`src/amss_pkg.sv`:
```
package amss_pkg;
    // pclk rate and converter rate ceilings
    localparam int CLK_MHZ = 250;
    localparam int CONV_MAX_MHZ_MULTI = 45;
    localparam int CONV_MAX_MHZ_SINGLE = 30;
    localparam logic [7:0] CONV_MIN_CYC_MULTI = 8'((CLK_MHZ + CONV_MAX_MHZ_MULTI - 1) / CONV_MAX_MHZ_MULTI);
    localparam logic [7:0] CONV_MIN_CYC_SINGLE = 8'((CLK_MHZ + CONV_MAX_MHZ_SINGLE - 1) / CONV_MAX_MHZ_SINGLE);
    // register byte addresses
    localparam logic [7:0] ADDR_CTRL = 8'h00;
    localparam logic [7:0] ADDR_DIV = 8'h04;
    localparam logic [7:0] ADDR_STAT = 8'h08;
    localparam logic [7:0] ADDR_CHAN = 8'h10;
    localparam logic [7:0] ADDR_LINE = 8'h20;
    // mode, channel and pair codes
    localparam logic [1:0] MODE_SINGLE = 2'h0;
    localparam logic [1:0] MODE_TWO = 2'h1;
    localparam logic [1:0] MODE_THREE = 2'h2;
    localparam logic [1:0] CH_RED = 2'h0;
    localparam logic [1:0] CH_GREEN = 2'h1;
    localparam logic [1:0] CH_BLUE = 2'h2;
    localparam logic [1:0] PAIR_GB = 2'h0;
    localparam logic [1:0] PAIR_RG = 2'h1;
    localparam int NUM_LINE_COEF = 5;
    localparam int GAIN_SHIFT = 6;
    // reset values
    localparam logic [11:0] CTRL_RST = 12'h100;
    localparam logic [7:0] DIV_RST = 8'h0c;
    localparam logic [15:0] COEF_RST = 16'h4000;
    typedef struct packed {
        logic descend;
        logic [2:0] seq_len;
        logic [1:0] in_sel;
        logic [1:0] pair;
        logic reverse;
        logic pix_rate;
        logic [1:0] mode;
    } amss_ctrl_s;
    typedef struct packed {
        logic [7:0] gain;
        logic [7:0] offset;
    } amss_coef_s;
    typedef struct packed {
        logic [1:0] chan;
        logic [2:0] coef;
        logic [15:0] data;
    } amss_pix_s;
endpackage : amss_pkg

```
`src/amss_fifo.sv`:
```
`timescale 1ns/100ps
module amss_fifo #(
    parameter int W = 21,
    parameter int D = 4
) (
    input wire logic pclk,
    input wire logic presetn,
    input wire logic [W-1:0] in_data,
    input wire logic in_valid,
    output logic in_ready,
    output logic [W-1:0] out_data,
    output logic out_valid,
    input wire logic out_ready
);
    localparam int AW = $clog2(D);
    logic [D-1:0][W-1:0] mem;
    logic [AW-1:0] wp, rp;
    logic [AW:0] cnt;
    logic wr, rd;
    // honest full and empty from the fill count
    assign in_ready = (cnt != (AW+1)'(D));
    assign out_valid = (cnt != '0);
    assign out_data = mem[rp];
    assign wr = in_valid && in_ready;
    assign rd = out_valid && out_ready;
    // pointers wrap at depth
    always_ff @(posedge pclk or negedge presetn)
    begin
        if (!presetn)
        begin
            mem <= '0;
            wp <= '0;
            rp <= '0;
            cnt <= '0;
        end
        else
        begin
            if (wr)
            begin
                mem[wp] <= in_data;
                wp <= (wp == AW'(D-1)) ? '0 : wp + 1'b1;
            end
            if (rd)
                rp <= (rp == AW'(D-1)) ? '0 : rp + 1'b1;
            cnt <= cnt + (AW+1)'(wr) - (AW+1)'(rd);
        end
    end
endmodule : amss_fifo

```
`src/amss_sequencer.sv`:
```
// Design decisions made here: the address map and the APB slave port.
`timescale 1ns/100ps
module amss_sequencer
    import amss_pkg::*;
#(
    parameter int FIFO_DEPTH = 4
) (
    input wire logic pclk,
    input wire logic presetn,
    input wire logic psel,
    input wire logic penable,
    input wire logic pwrite,
    input wire logic [7:0] paddr,
    input wire logic [31:0] pwdata,
    output logic [31:0] prdata,
    output logic pready,
    output logic pslverr,
    input wire logic line_sync_pulse,
    input wire logic [15:0] red_sensor_input,
    input wire logic [15:0] green_sensor_input,
    input wire logic [15:0] blue_sensor_input,
    output logic [15:0] conv_data,
    output logic [1:0] conv_chan,
    output logic [2:0] conv_coef,
    output logic conv_valid,
    input wire logic conv_ready
);
    typedef struct packed {
        logic [2:0][15:0] s1;
        logic [2:0][15:0] s2;
        logic [2:0][15:0] hold;
        logic ls1;
        logic ls2;
        logic ls3;
        amss_ctrl_s ctrl;
        logic [7:0] div;
        logic [2:0][15:0] chan_coef;
        logic [NUM_LINE_COEF-1:0][15:0] line_coef;
        logic [8:0] acc;
        logic [1:0] phase;
        logic [2:0] coef_idx;
        logic armed;
        logic ack;
        logic [31:0] prdata;
        logic pslverr;
    } amss_state_s;

    amss_state_s st, next_st;
    amss_pix_s pix, fifo_out;
    amss_coef_s cf;
    logic fifo_ready, fifo_valid, sync_edge, tick, push, multi_rate, wr_en;
    logic [1:0] nslots, ch, even_ch, odd_ch;
    logic [2:0] len;
    logic [7:0] min_cyc, eff;
    logic [8:0] acc_sum;
    logic [2:0][15:0] smp;

    // offset then gain, saturated to the converter range
    function automatic logic [15:0] amss_correct(input logic [15:0] v, input amss_coef_s c);
        logic signed [17:0] s;
        logic signed [26:0] p;
        logic signed [26:0] q;
        s = $signed({2'b00, v}) + 18'(signed'(c.offset));
        if (s < 0)
            s = '0;
        p = s * $signed({1'b0, c.gain});
        q = p >>> GAIN_SHIFT;
        if (q > 27'sh000ffff)
            return 16'hffff;
        return q[15:0];
    endfunction : amss_correct

    // line sync edge, slots per pixel and rate limits
    always_comb
    begin
        sync_edge = st.ls2 && !st.ls3;
        len = (st.ctrl.seq_len == 3'h0) ? 3'h1 : (st.ctrl.seq_len > 3'h5) ? 3'h5 : st.ctrl.seq_len;
        case (st.ctrl.mode)
            MODE_THREE: nslots = 2'h3;
            MODE_TWO: nslots = 2'h2;
            default: nslots = 2'h1;
        endcase
        multi_rate = st.ctrl.pix_rate && (st.ctrl.mode != MODE_SINGLE);
        if (st.ctrl.mode == MODE_SINGLE)
            min_cyc = CONV_MIN_CYC_SINGLE;
        else if (multi_rate)
            min_cyc = 8'(nslots) * CONV_MIN_CYC_MULTI;
        else
            min_cyc = CONV_MIN_CYC_MULTI;
        eff = (st.div < min_cyc) ? min_cyc : st.div;
        acc_sum = st.acc + (multi_rate ? 9'(nslots) : 9'h1);
        tick = acc_sum >= {1'b0, eff};
    end

    // channel routing per mode and slot
    always_comb
    begin
        case (st.ctrl.pair)
            PAIR_GB:
            begin
                even_ch = CH_BLUE;
                odd_ch = CH_GREEN;
            end
            PAIR_RG:
            begin
                even_ch = CH_RED;
                odd_ch = CH_GREEN;
            end
            default:
            begin
                even_ch = CH_BLUE;
                odd_ch = CH_RED;
            end
        endcase
        case (st.ctrl.mode)
            MODE_THREE: ch = st.ctrl.reverse ? 2'h2 - st.phase : st.phase;
            MODE_TWO: ch = ((st.phase == 2'h0) != st.ctrl.reverse) ? even_ch : odd_ch;
            default: ch = (st.ctrl.in_sel == 2'h3) ? CH_RED : st.ctrl.in_sel;
        endcase
        smp = (st.phase == 2'h0) ? st.s2 : st.hold;
        pix.chan = ch;
        pix.coef = 3'h0;
        cf = st.chan_coef[ch];
        if (st.ctrl.mode == MODE_SINGLE && ch == CH_RED && len > 3'h1)
        begin
            cf = st.line_coef[st.coef_idx];
            pix.coef = st.coef_idx;
        end
        pix.data = amss_correct(smp[ch], cf);
        push = tick && st.armed && fifo_ready;
    end

    // next state: synchronisers, sequencing, apb
    always_comb
    begin
        next_st = st;
        next_st.s1 = {blue_sensor_input, green_sensor_input, red_sensor_input};
        next_st.s2 = st.s1;
        next_st.ls1 = line_sync_pulse;
        next_st.ls2 = st.ls1;
        next_st.ls3 = st.ls2;
        // converter tick stalls while the fifo is full
        if (!(tick && st.armed && !fifo_ready))
            next_st.acc = tick ? acc_sum - {1'b0, eff} : acc_sum;
        if (push)
        begin
            if (st.phase == 2'h0)
                next_st.hold = st.s2;
            next_st.phase = (st.phase == nslots - 2'h1) ? 2'h0 : st.phase + 2'h1;
        end
        // line sync aligns the slot order and steps coefficients
        if (sync_edge)
        begin
            next_st.phase = 2'h0;
            next_st.acc = '0;
            next_st.armed = 1'b1;
            if (!st.armed)
                next_st.coef_idx = st.ctrl.descend ? len - 3'h1 : 3'h0;
            else if (st.ctrl.descend)
                next_st.coef_idx = (st.coef_idx == 3'h0) ? len - 3'h1 : st.coef_idx - 3'h1;
            else
                next_st.coef_idx = (st.coef_idx >= len - 3'h1) ? 3'h0 : st.coef_idx + 3'h1;
        end
        // apb: one wait state, write lands at the pready edge; error flag stands one cycle with pready
        next_st.pslverr = 1'b0;
        next_st.ack = psel && penable && !st.ack;
        if (psel && penable && !st.ack)
        begin
            next_st.prdata = '0;
            next_st.pslverr = 1'b0;
            if (paddr == ADDR_CTRL)
                next_st.prdata = 32'(st.ctrl);
            else if (paddr == ADDR_DIV)
                next_st.prdata = 32'(st.div);
            else if (paddr == ADDR_STAT)
                next_st.prdata = {24'h0, !fifo_ready, st.armed, st.coef_idx, 1'b0, st.phase};
            else if (paddr >= ADDR_CHAN && paddr < ADDR_CHAN + 8'h0c && paddr[1:0] == 2'h0)
                next_st.prdata = 32'(st.chan_coef[paddr[3:2]]);
            else if (paddr >= ADDR_LINE && paddr < ADDR_LINE + 8'h14 && paddr[1:0] == 2'h0)
                next_st.prdata = 32'(st.line_coef[3'(paddr[4:2])]);
            else
                next_st.pslverr = 1'b1;
        end
        wr_en = psel && penable && st.ack && pwrite && !st.pslverr;
        if (wr_en)
        begin
            if (paddr == ADDR_CTRL)
            begin
                next_st.ctrl = pwdata[11:0];
                next_st.armed = 1'b0;
                next_st.phase = 2'h0;
            end
            else if (paddr == ADDR_DIV)
                next_st.div = pwdata[7:0];
            else if (paddr >= ADDR_CHAN && paddr < ADDR_CHAN + 8'h0c)
                next_st.chan_coef[paddr[3:2]] = pwdata[15:0];
            else if (paddr >= ADDR_LINE && paddr < ADDR_LINE + 8'h14)
                next_st.line_coef[3'(paddr[4:2])] = pwdata[15:0];
        end
    end

    // state register
    always_ff @(posedge pclk or negedge presetn)
    begin
        if (!presetn)
        begin
            st <= '0;
            st.ctrl <= CTRL_RST;
            st.div <= DIV_RST;
            st.chan_coef <= {3{COEF_RST}};
            st.line_coef <= {NUM_LINE_COEF{COEF_RST}};
        end
        else
            st <= next_st;
    end

    amss_fifo #(.W($bits(amss_pix_s)), .D(FIFO_DEPTH)) u_fifo (
        .pclk(pclk),
        .presetn(presetn),
        .in_data(pix),
        .in_valid(tick && st.armed),
        .in_ready(fifo_ready),
        .out_data(fifo_out),
        .out_valid(fifo_valid),
        .out_ready(conv_ready)
    );

    // outputs from state and fifo storage
    assign prdata = st.prdata;
    assign pready = st.ack;
    assign pslverr = st.pslverr;
    assign conv_data = fifo_out.data;
    assign conv_chan = fifo_out.chan;
    assign conv_coef = fifo_out.coef;
    assign conv_valid = fifo_valid;
endmodule : amss_sequencer

```
`config.mk`:
```
export PLATFORM = sky130hd
export DESIGN_NAME = amss_sequencer
export DESIGN_NICKNAME = d
export VERILOG_FILES = /design/src/amss_pkg.sv /design/src/amss_fifo.sv /design/src/amss_sequencer.sv
export SDC_FILE = /design/constraint.sdc
export NUM_CORES = 1
export LEC_CHECK = 0
export ABC_AREA = 1
export BUFFER_PORTS_ARGS = -buffer_cell sky130_fd_sc_hd__clkbuf_2
export CAP_MARGIN = 20
export CORE_UTILIZATION = 35
export CTS_CLUSTER_SIZE = 10
export DETAILED_ROUTE_END_ITERATION = 16
export PLACE_DENSITY_LB_ADDON = 0.12
export SLEW_MARGIN = 20
export SYNTH_ARGS = -nofsm -noshare
export SYNTH_HDL_FRONTEND = slang
export SYNTH_SLANG_ARGS = --single-unit
```
`constraint.sdc`:
```
create_clock -name pclk -period 15.75 [get_ports pclk]
set_input_delay 2.3625 -clock pclk [delete_from_list [all_inputs] [get_ports pclk]]
set_output_delay 2.3625 -clock pclk [all_outputs]
set_load 0.1 [all_outputs]
```
==> metrics.txt, run 1 <==
pin count of the biggest net entering global routing 155; clock latency on the worst-skew pair 0.61 ns; Period Utilization, post-route 71.33%; ant diodes 0; Slew headroom 27.15%; switch share 44.77%; most frequent cell after synthesis nand2_1; fin nets 3488; power density over the cells 150.2 nW/um^2; number of I/O pins 151; first-pass GRT wire length 121700 um; Vias 21100; Area after DPL 26580 sq um; # clock sinks 419; Synth top cells by count nand2_1 (788), o21ai_0 (428), dfrtp_1 (408); post-CTS sizing 0; via/cell ratio 5.056; Num CTS Buffers 51; Combinational Power Share 41.8%; CTS tree done; final setup vio count 0; Finished Cell Area 28110 sq um; Fillers 7371; GRT Total Usage 21.09%; Yosys cell types 61; Post-synth ARST share 100.0%; Hold Crit Class register to register; initial core utilization 35.32%; vias in the first global route 21340; # Max-Cap Violations 0; root buf cell clkbuf_16; dpl hpwl 53560 um; Startpoint Class register; Setup Total Neg Slack 0 ns; DRC 0; Max Freq 89.01 MHz; final WL 76890 um; Synth top area share 40.50%; sequential share of the synthesized area 41.65%; Critical Path Sink Type register; Die X 270.4 um; Sequential Power Share 32.3%; number of synthesized register bits 419; Antenna Violating Nets Remaining 0; Pleak 14.00 nW; largest cells by area after synthesis dfrtp_1 (41%), nand2_1 (12%), o21ai_0 (8.5%); Peak VDD IR 0.1744 mV; Clock power frac 25.9%; TritonRoute pass-1 iters 6; Pins Over Slew Limit 0; P_sw 1.890 mW; Critical Path AT 11.71 ns; Max Buffers Root-to-Sink 3; layout cell share with drive strength beyond 1 9.060%; row cnt 98; DRT iter0 DRCs 1592; fin crit period 11.23 ns; Die H 270.4 um; Data required, critical path 16.23 ns; Port Buffers 118; post-synth top area cell dfrtp_1; kind of critical path register to register; syn avg cell area 8.043 sq um; Pint 2.331 mW; post-layout util 39.39%; Synth warnings 0; hold_buf cts 0; CP max stage cell buf_4; total grt overflow 0; Synth Flop Type dfrtp_1; H-tree depth 2; final hold viol count 0; RSZ-0062 raised after global routing no; crit-path max FO 92; Post-synth EDFFs 0; core area 71360 sq um; Syn Inst Count 3134; gpl congestion 0.8701; antenna violations before repair 1; status finished, final reports clean; # Post-CTS Setup Buffers 0; Cell Area, Synth 25210 sq um; most used cell, CP nand2_1; Clk pin slew, worst setup/hold paths 0.06 ns; worst slew pin tran 1.089 ns; area grow syn2layout 11.52%; DR WL/cell 18.42 um; die area 73100 sq um; Clock Skew 0.01957 ns; max incr delay on CP 0.64 ns
==> cells by family (layout without fill, tap and decap cells) <==
logic type / Yosys count / count (layout) / share of synthesized area (%)
AOI/OAI and AO/OA: 703 / 703 / 15.51
xor gates and xnor gates: 34 / 34 / 1.181
adders and majority gates: 201 / 201 / 12.78
buffers and inverters: 552 / 626 / 8.895
DFF: 419 / 419 / 41.65
muxes: 6 / 6 / 0.2383
other: 1 / 16 / 0.01488
and+or+nand+nor: 1218 / 1218 / 19.73
==> critical path: cells and delay by family (launching register included) <==
kind / cells / cell delay (ns)
buf+inv: 10 / 2.51
flops: 1 / 0.42
fa+ha+maj: 7 / 3.06
compound gates: 5 / 1.21
simple gates: 27 / 3.88
==> per-stage QoR <==
step / hold slack, ns / power [mW] / instances / setup slack (ns)
floorplan: 0.3312 / 2.673 / 3149 / 7.555
global placement: 0.3326 / 3.116 / 4088 / 4.398
detailed placement: 0.3347 / 3.149 / 4088 / 4.327
CTS: 0.3363 / 4.268 / 4172 / 4.269
global route: 0.3511 / 4.517 / 4173 / 3.503
finish: 0.3419 / 4.221 / 4173 / 4.516
==> sequential cells by signal, summed over array words and instances (netlist names) <==
signal      flops
prdata         16
u_fifo.mem     84
next_st        50
u_fifo.cnt      3
st            260
u_fifo.rp       2
pslverr         1
pready          1
u_fifo.wp       2
==> layout make-up <==
class / count / area, sq um / area share, %
well taps: 950 / 1189 / 4.229
clock inverters: 6 / 98.84 / 0.3516
repair buffers: 157 / 913.4 / 3.249
flip-flops and latches: 419 / 10500 / 37.35
clock buffers: 78 / 1418 / 5.043
multi-input cells: 2178 / 12550 / 44.64
inverters: 385 / 1445 / 5.141
==> worst paths after layout <==
| check | start | to | slack [ns] | cells past startpoint |
|---|---|---|---|---|
| setup / recovery | st[38] | u_fifo.mem[5] | 4.52 | 49 |
| hold / removal | next_st[251] | st[251] | 0.34 | 0 |
| setup reg to reg | st[38] | u_fifo.mem[5] | 4.52 | 49 |
| hold reg to reg | next_st[251] | st[251] | 0.34 | 0 |
| max in group asynchronous | presetn | next_st[264] | 10.69 | 4 |
| min in group asynchronous | presetn | st[47] | 1.82 | 1 |
==> layout by cell type, fill, tap and decap left out, types with 5 or more instances in the layout <==
cell type,n
a211oi_1,5
a21oi_1,104
a221oi_1,10
a31oi_1,29
a32o_1,8
buf_4,37
clkbuf_1,23
clkbuf_16,51
clkbuf_2,117
conb_1,16
dfrtp_1,408
dfstp_2,11
fa_1,94
ha_1,106
inv_1,373
inv_2,9
mux2i_1,6
nand2_1,788
nand2_2,16
nand2_4,12
nand3_1,56
nand3_2,5
nand3b_1,7
nand4_1,6
nor2_1,292
nor3_1,15
nor4_1,5
o211ai_1,13
o21ai_0,428
o221ai_1,12
o22ai_1,53
o31ai_1,7
xnor2_1,16
xor2_1,18
==> power groups by stage <==
| stage | logic [mW] | registers [mW] | clock network (mW) |
|---|---|---|---|
| after CTS | 1.78 | 1.36 | 1.13 |
| final | 1.76 | 1.36 | 1.10 |
| after global placement | 1.74 | 1.37 | 0 |
| after detailed placement | 1.77 | 1.38 | 0 |
| after floorplan | 1.34 | 1.34 | 0 |
| after global routing | 1.96 | 1.38 | 1.17 |
==> layer usage <==
metal	vias up	wire length, um	global-route usage [%]
li1	10160	-	-
met1	10210	35810	29.22
met2	607	34810	33.96
met3	130	4097	2.916
met4	0	2169	6.646
met5	-	0	0
Power figures use the tool's default switching activity.
==> run 2: changes to the inputs <==
clock period = 9.35 ns   (was 15.75 ns; I/O delays follow)
==> metrics.txt, run 2 (same netlist as run 1, synthesis figures left out) <==
hold_buf cts 0 (unchanged); Clock Skew 0.02161 ns (+0.002035 ns); Critical Path Sink Type register; row cnt 98 (unchanged); core area 71360 sq um (unchanged); initial core utilization 35.32% (unchanged); dpl cells 4165 (+1.9%); Clk pin slew, worst setup/hold paths 0.06 ns (about the same); power density over the cells 251.6 nW/um^2 (+68%); Non-Filler Instances 4249 (+1.8%); Pins Over Slew Limit 0 (unchanged); Critical Path AT 9.24 ns (-2.47 ns); Max Buffers Root-to-Sink 3 (unchanged); total grt overflow 0 (unchanged); worst slew pin tran 1.154 ns (+0.06507 ns); DRC 0 (unchanged); # Max-Cap Violations 0 (unchanged); status finished, final reports clean; met2 Resource Use GR 34.02% (+0.061 points); critical path startpoint st[186]; Sequential Power Share 31.3% (-1.0 points); GRT Total Usage 20.92% (-0.17 points); Antenna Violating Nets Remaining 0 (unchanged); GR Util met1 28.87% (-0.35 points); H-tree depth 2 (unchanged); Clock power frac 25.8% (about the same); fin crit period 8.726 ns (-2.508 ns); Num CTS Buffers 51 (unchanged); CP max stage cell fa_1; Top Usage Layer GRT met2; Combinational Power Share 42.9% (+1.1 points); most frequent cells in the layout nand2_1 (787), o21ai_0 (426), dfrtp_1 (408), inv_1 (371), nor2_1 (291); RSZ-0062 raised after global routing no; RR Startpoint st[186]; Hold Crit Class register to register; Pleak 14.40 nW (+2.9%); met3 usage 3.032% (+0.12 points); antenna violations before repair 1 (unchanged); Port Buffers 118 (unchanged); number of I/O pins 151 (unchanged); pin count of the biggest net entering global routing 165 (+6.5%); Slew headroom 22.80% (-4.4 points); Peak VDD IR 0.3529 mV (+100%); DRT iter0 DRCs 1696 (+6.5%); clock latency on the worst-skew pair 0.60 ns (about the same); Data required, critical path 9.87 ns (-6.36 ns); # clock sinks 419 (unchanged); first-pass GRT wire length 121400 um (-0.28%); CTS tree done; via/cell ratio 5.045 (-0.22%); Top reg by flops st; root buf cell clkbuf_16; Startpoint Class register; Vias 21440 (+1.6%); reg2reg setup slack 0.62 ns (-3.89 ns); TritonRoute pass-1 iters 6 (unchanged); Die X 270.4 um (unchanged); crit-path max FO 11 (-88%); Setup Total Neg Slack 0 ns (unchanged); number of flip-flops in the largest register 260 (unchanged); hold_ws 0.3400 ns (-0.001939 ns); Die H 270.4 um (unchanged); final setup vio count 0 (unchanged); switch share 43.91% (-0.86 points); layout cell share with drive strength beyond 1 11.76% (+2.7 points); die area 73100 sq um (unchanged); dpl hpwl 54710 um (+2.1%); Pint 4.073 mW (+75%); area grow syn2layout 14.50%; max incr delay on CP 0.55 ns (-0.09 ns); kind of critical path register to register; HP Start next_st[283]; DR WL/cell 17.96 um (-2.5%); most common cell after layout, fill and taps aside nand2_1; fin nets 3566 (+2.2%); P_sw 3.189 mW (+69%); Period Utilization, post-route 93.33% (+22 points); vias in the first global route 21510 (+0.78%); final WL 76310 um (-0.75%); Max Freq 114.6 MHz (+29%); gpl congestion 0.8673 (-0.32%); final hold viol count 0 (unchanged)
## run 2: changes by cell type in the layout (fill, tap and decap cells not counted), moves of 3 or more
| cell | change |
|---|---|
| clkbuf_1 | -8 |
| clkbuf_8 | +3 |
| ha_1 | -3 |
| o21ai_1 | +4 |
| buf_12 | +4 |
| buf_4 | +72 |
| clkinvlp_4 | +4 |
## run 2: critical path, delay by kind of cell (launching register included)
kind                     cells  cell delay (ns)
AND/OR/NAND/NOR             25             2.49
adder cells (fa/ha/maj)      7             2.97
buffers and inverters       12             1.74
AO/OA/AOI/OAI                5             1.01
flip-flops                   1             0.42
## run 2: final cells by class
type	instances	area (sq um)
fill	7289	42500
multi-input combinational	2178	12620
sequential	419	10500
timing repair buffer	234	1541
clock buffer	75	1479
inverter	385	1455
tap	950	1189
clock inverter	6	72.57
timing repair inverter	1	7.507
antenna	1	2.502
## run 2: timing repair
action / in CTS / in global routing
setup buffers: 0 / 1
setup endpoints to repair: 0 / 64
resized for setup: 0 / 24
## run 2: worst paths after layout
check / cells after the start / endpoint
worst max register to register: 49 / u_fifo.mem[76]
max in group asynchronous: 3 / u_fifo.mem[30]
worst max-delay path: 49 / u_fifo.mem[76]
worst min-delay path: 0 / st[283]
worst min register to register: 0 / st[283]
min in group asynchronous: 1 / st[190]
## run 2: routing by layer
layer	vias to the layer above	share of wire, %
li1	10300	-
met3	135	5.3
met5	-	0
met1	10360	46
met2	633	46
met4	0	2.6
## run 2: power by group through the flow
| stage | logic [mW] | registers (mW) | clock network, mW |
|---|---|---|---|
| 2_1_floorplan | 2.25 | 2.25 | 0 |
| 3_3_place_gp | 3.07 | 2.29 | 0 |
| 3_5_place_dp | 3.13 | 2.30 | 0 |
| 4_1_cts | 3.14 | 2.27 | 1.93 |
| 5_1_grt | 3.47 | 2.30 | 2.01 |
| 6_report | 3.12 | 2.27 | 1.87 |
## run 2: per-stage QoR
step                      power, mW  utilization [%]  setup WS, ns  instance area [sq um]
final                         7.262            40.44        0.6236                  28860
after global routing          7.777            40.44       0.04445                  28860
after CTS                     7.332            40.29        0.3555                  28750
after detailed placement      5.423            38.11        0.3976                  27200
after global placement        5.359            38.11        0.4945                  27200
after floorplan               4.503                -         1.155                  25260
==> run 3: changes to the inputs <==
SKIP_CTS_REPAIR_TIMING = 1   (was not set)
clock period = 8.5 ns   (was 9.35 ns; I/O delays follow)
==> metrics.txt, run 3 (same netlist as run 1, synthesis figures left out) <==
Setup Total Neg Slack 0 ns (unchanged); crit-path max FO 11 (unchanged); Vias 22050 (+2.9%); Max Buffers Root-to-Sink 3 (unchanged); gpl congestion 0.8959 (+3.3%); post-layout util 43.33% (+2.9 points); Critical Path AT 8.55 ns (-0.69 ns); H-tree depth 2 (unchanged); Slew headroom 24.82% (+2.0 points); Die X 270.4 um (unchanged); number of flip-flops in the largest register 260 (unchanged); Period Utilization, post-route 95.05% (+1.7 points); Peak VDD IR 0.5030 mV (+43%); TritonRoute pass-1 iters 5 (-1); setup slack after layout 0.4205 ns (-0.2031 ns); Non-Filler Instances 4425 (+4.1%); Area after DPL 28380 sq um (+4.3%); total grt overflow 0 (unchanged); Clk pin slew, worst setup/hold paths 0.06 ns (about the same); core area 71360 sq um (unchanged); Total Power 8.253 mW (+14%); final WL 78040 um (+2.3%); initial core utilization 35.32% (unchanged); row cnt 98 (unchanged); Hold Path Cell Cnt 0 (unchanged); DRT iter0 DRCs 1639 (-3.4%); pre-CTS setup slack -0.2274 ns (-0.6250 ns); final setup vio count 0 (unchanged); dpl hpwl 55770 um (+1.9%); most used cell, CP nand2_1; Data required, critical path 8.97 ns (-0.90 ns); CP max stage cell fa_1; first-pass GRT wire length 121400 um (about the same); CTS tree done; vias in the first global route 21640 (+0.62%); Critical Path Sink Type register; CP top delay family adder cells; Pleak 15.29 nW (+6.2%); Max Freq 123.8 MHz (+8.0%); Clock power frac 24.5% (-1.3 points); Crit path buffers/inverters 13 (+1); Antenna Violating Nets Remaining 0 (unchanged); Die H 270.4 um (unchanged); kind of critical path register to register; pin count of the biggest net entering global routing 170 (+3.0%); switch share 43.76% (-0.16 points); Finished Cell Area 30920 sq um (+7.1%); worst r2r path cells 52 (+6.1%); most frequent cells in the layout nand2_1 (764), o21ai_0 (414), dfrtp_1 (408), inv_1 (356), buf_4 (273); Startpoint Class register; Combinational Power Share 45.3% (+2.4 points); Num CTS Buffers 50 (-2.0%); Port Buffers 118 (unchanged); fin nets 3740 (+4.9%); via/cell ratio 4.983 (-1.2%); die area 73100 sq um (unchanged); final hold viol count 0 (unchanged); GRT Total Usage 20.95% (+0.024 points); area grow syn2layout 22.68%; WP depth 52 (+6.1%); status finished, final reports clean; number of I/O pins 151 (unchanged); power density over the cells 266.9 nW/um^2 (+6.1%); worst slew pin tran 1.119 ns (-0.03462 ns); Clock Skew 0.02505 ns (+0.003442 ns); P_sw 3.611 mW (+13%); clock latency on the worst-skew pair 0.60 ns (about the same); Sequential Power Share 30.2% (-1.1 points); # clock sinks 419 (unchanged); DR WL/cell 17.64 um (-1.8%); Top reg by flops st; # Max-Cap Violations 0 (unchanged); root buf cell clkbuf_16; ant diodes 0 (-1); Pins Over Slew Limit 0 (unchanged); Pint 4.642 mW (+14%); max incr delay on CP 0.55 ns (about the same); Hold Crit Class register to register; antenna violations before repair 0 (-1); DRC 0 (unchanged); layout cell share with drive strength beyond 1 19.63% (+7.9 points); dpl cells 4319 (+3.7%); hold_ws 0.3266 ns (-0.01340 ns); fin crit period 8.080 ns (-0.6469 ns); most common cell after layout, fill and taps aside nand2_1
==> run 3: changes by cell type in the layout (fill, tap and decap cells not counted), moves of 18 or more <==
cell,change
buf_4,+164
a21oi_1,-24
nand2_1,-23
a21oi_2,+21
nand2_2,+19
nor2_1,-19
ha_4,+18
nor2_2,+18
==> run 3: metal layers <==
metal | wire length (um) | part of all wire, % | global-route usage [%]
met1 | 35850 | 46 | 29.15
met5 | 0 | 0 | 0
met3 | 4017 | 5.1 | 2.845
met2 | 36470 | 47 | 34.06
met4 | 1704 | 2.2 | 5.590
==> run 3: power groups by stage <==
stage | combinational, mW | sequential, mW | clock, mW
6_report | 3.74 | 2.49 | 2.02
3_3_place_gp | 3.55 | 2.51 | 0
3_5_place_dp | 3.61 | 2.52 | 0
2_1_floorplan | 2.48 | 2.48 | 0
4_1_cts | 3.63 | 2.49 | 2.08
5_1_grt | 4.12 | 2.52 | 2.17
==> run 3: final cells by class <==
type | count | area (sq um)
Timing Repair inverter | 1 | 7.507
Sequential cell | 419 | 10500
Inverter | 385 | 1463
Clock inverter | 4 | 70.07
Multi-Input combinational cell | 2179 | 13340
Timing Repair Buffer | 408 | 2915
Tap cell | 950 | 1189
Fill cell | 7192 | 40440
Clock buffer | 79 | 1443
==> run 3: worst paths after layout <==
path                              start       endpoint  slack (ns)
max in group asynchronous       presetn        st[266]        6.26
setup / recovery                 st[38]  u_fifo.mem[7]        0.42
hold reg to reg            next_st[258]        st[258]        0.33
min in group asynchronous       presetn         st[47]        0.74
setup reg to reg                 st[38]  u_fifo.mem[7]        0.42
hold / removal             next_st[258]        st[258]        0.33
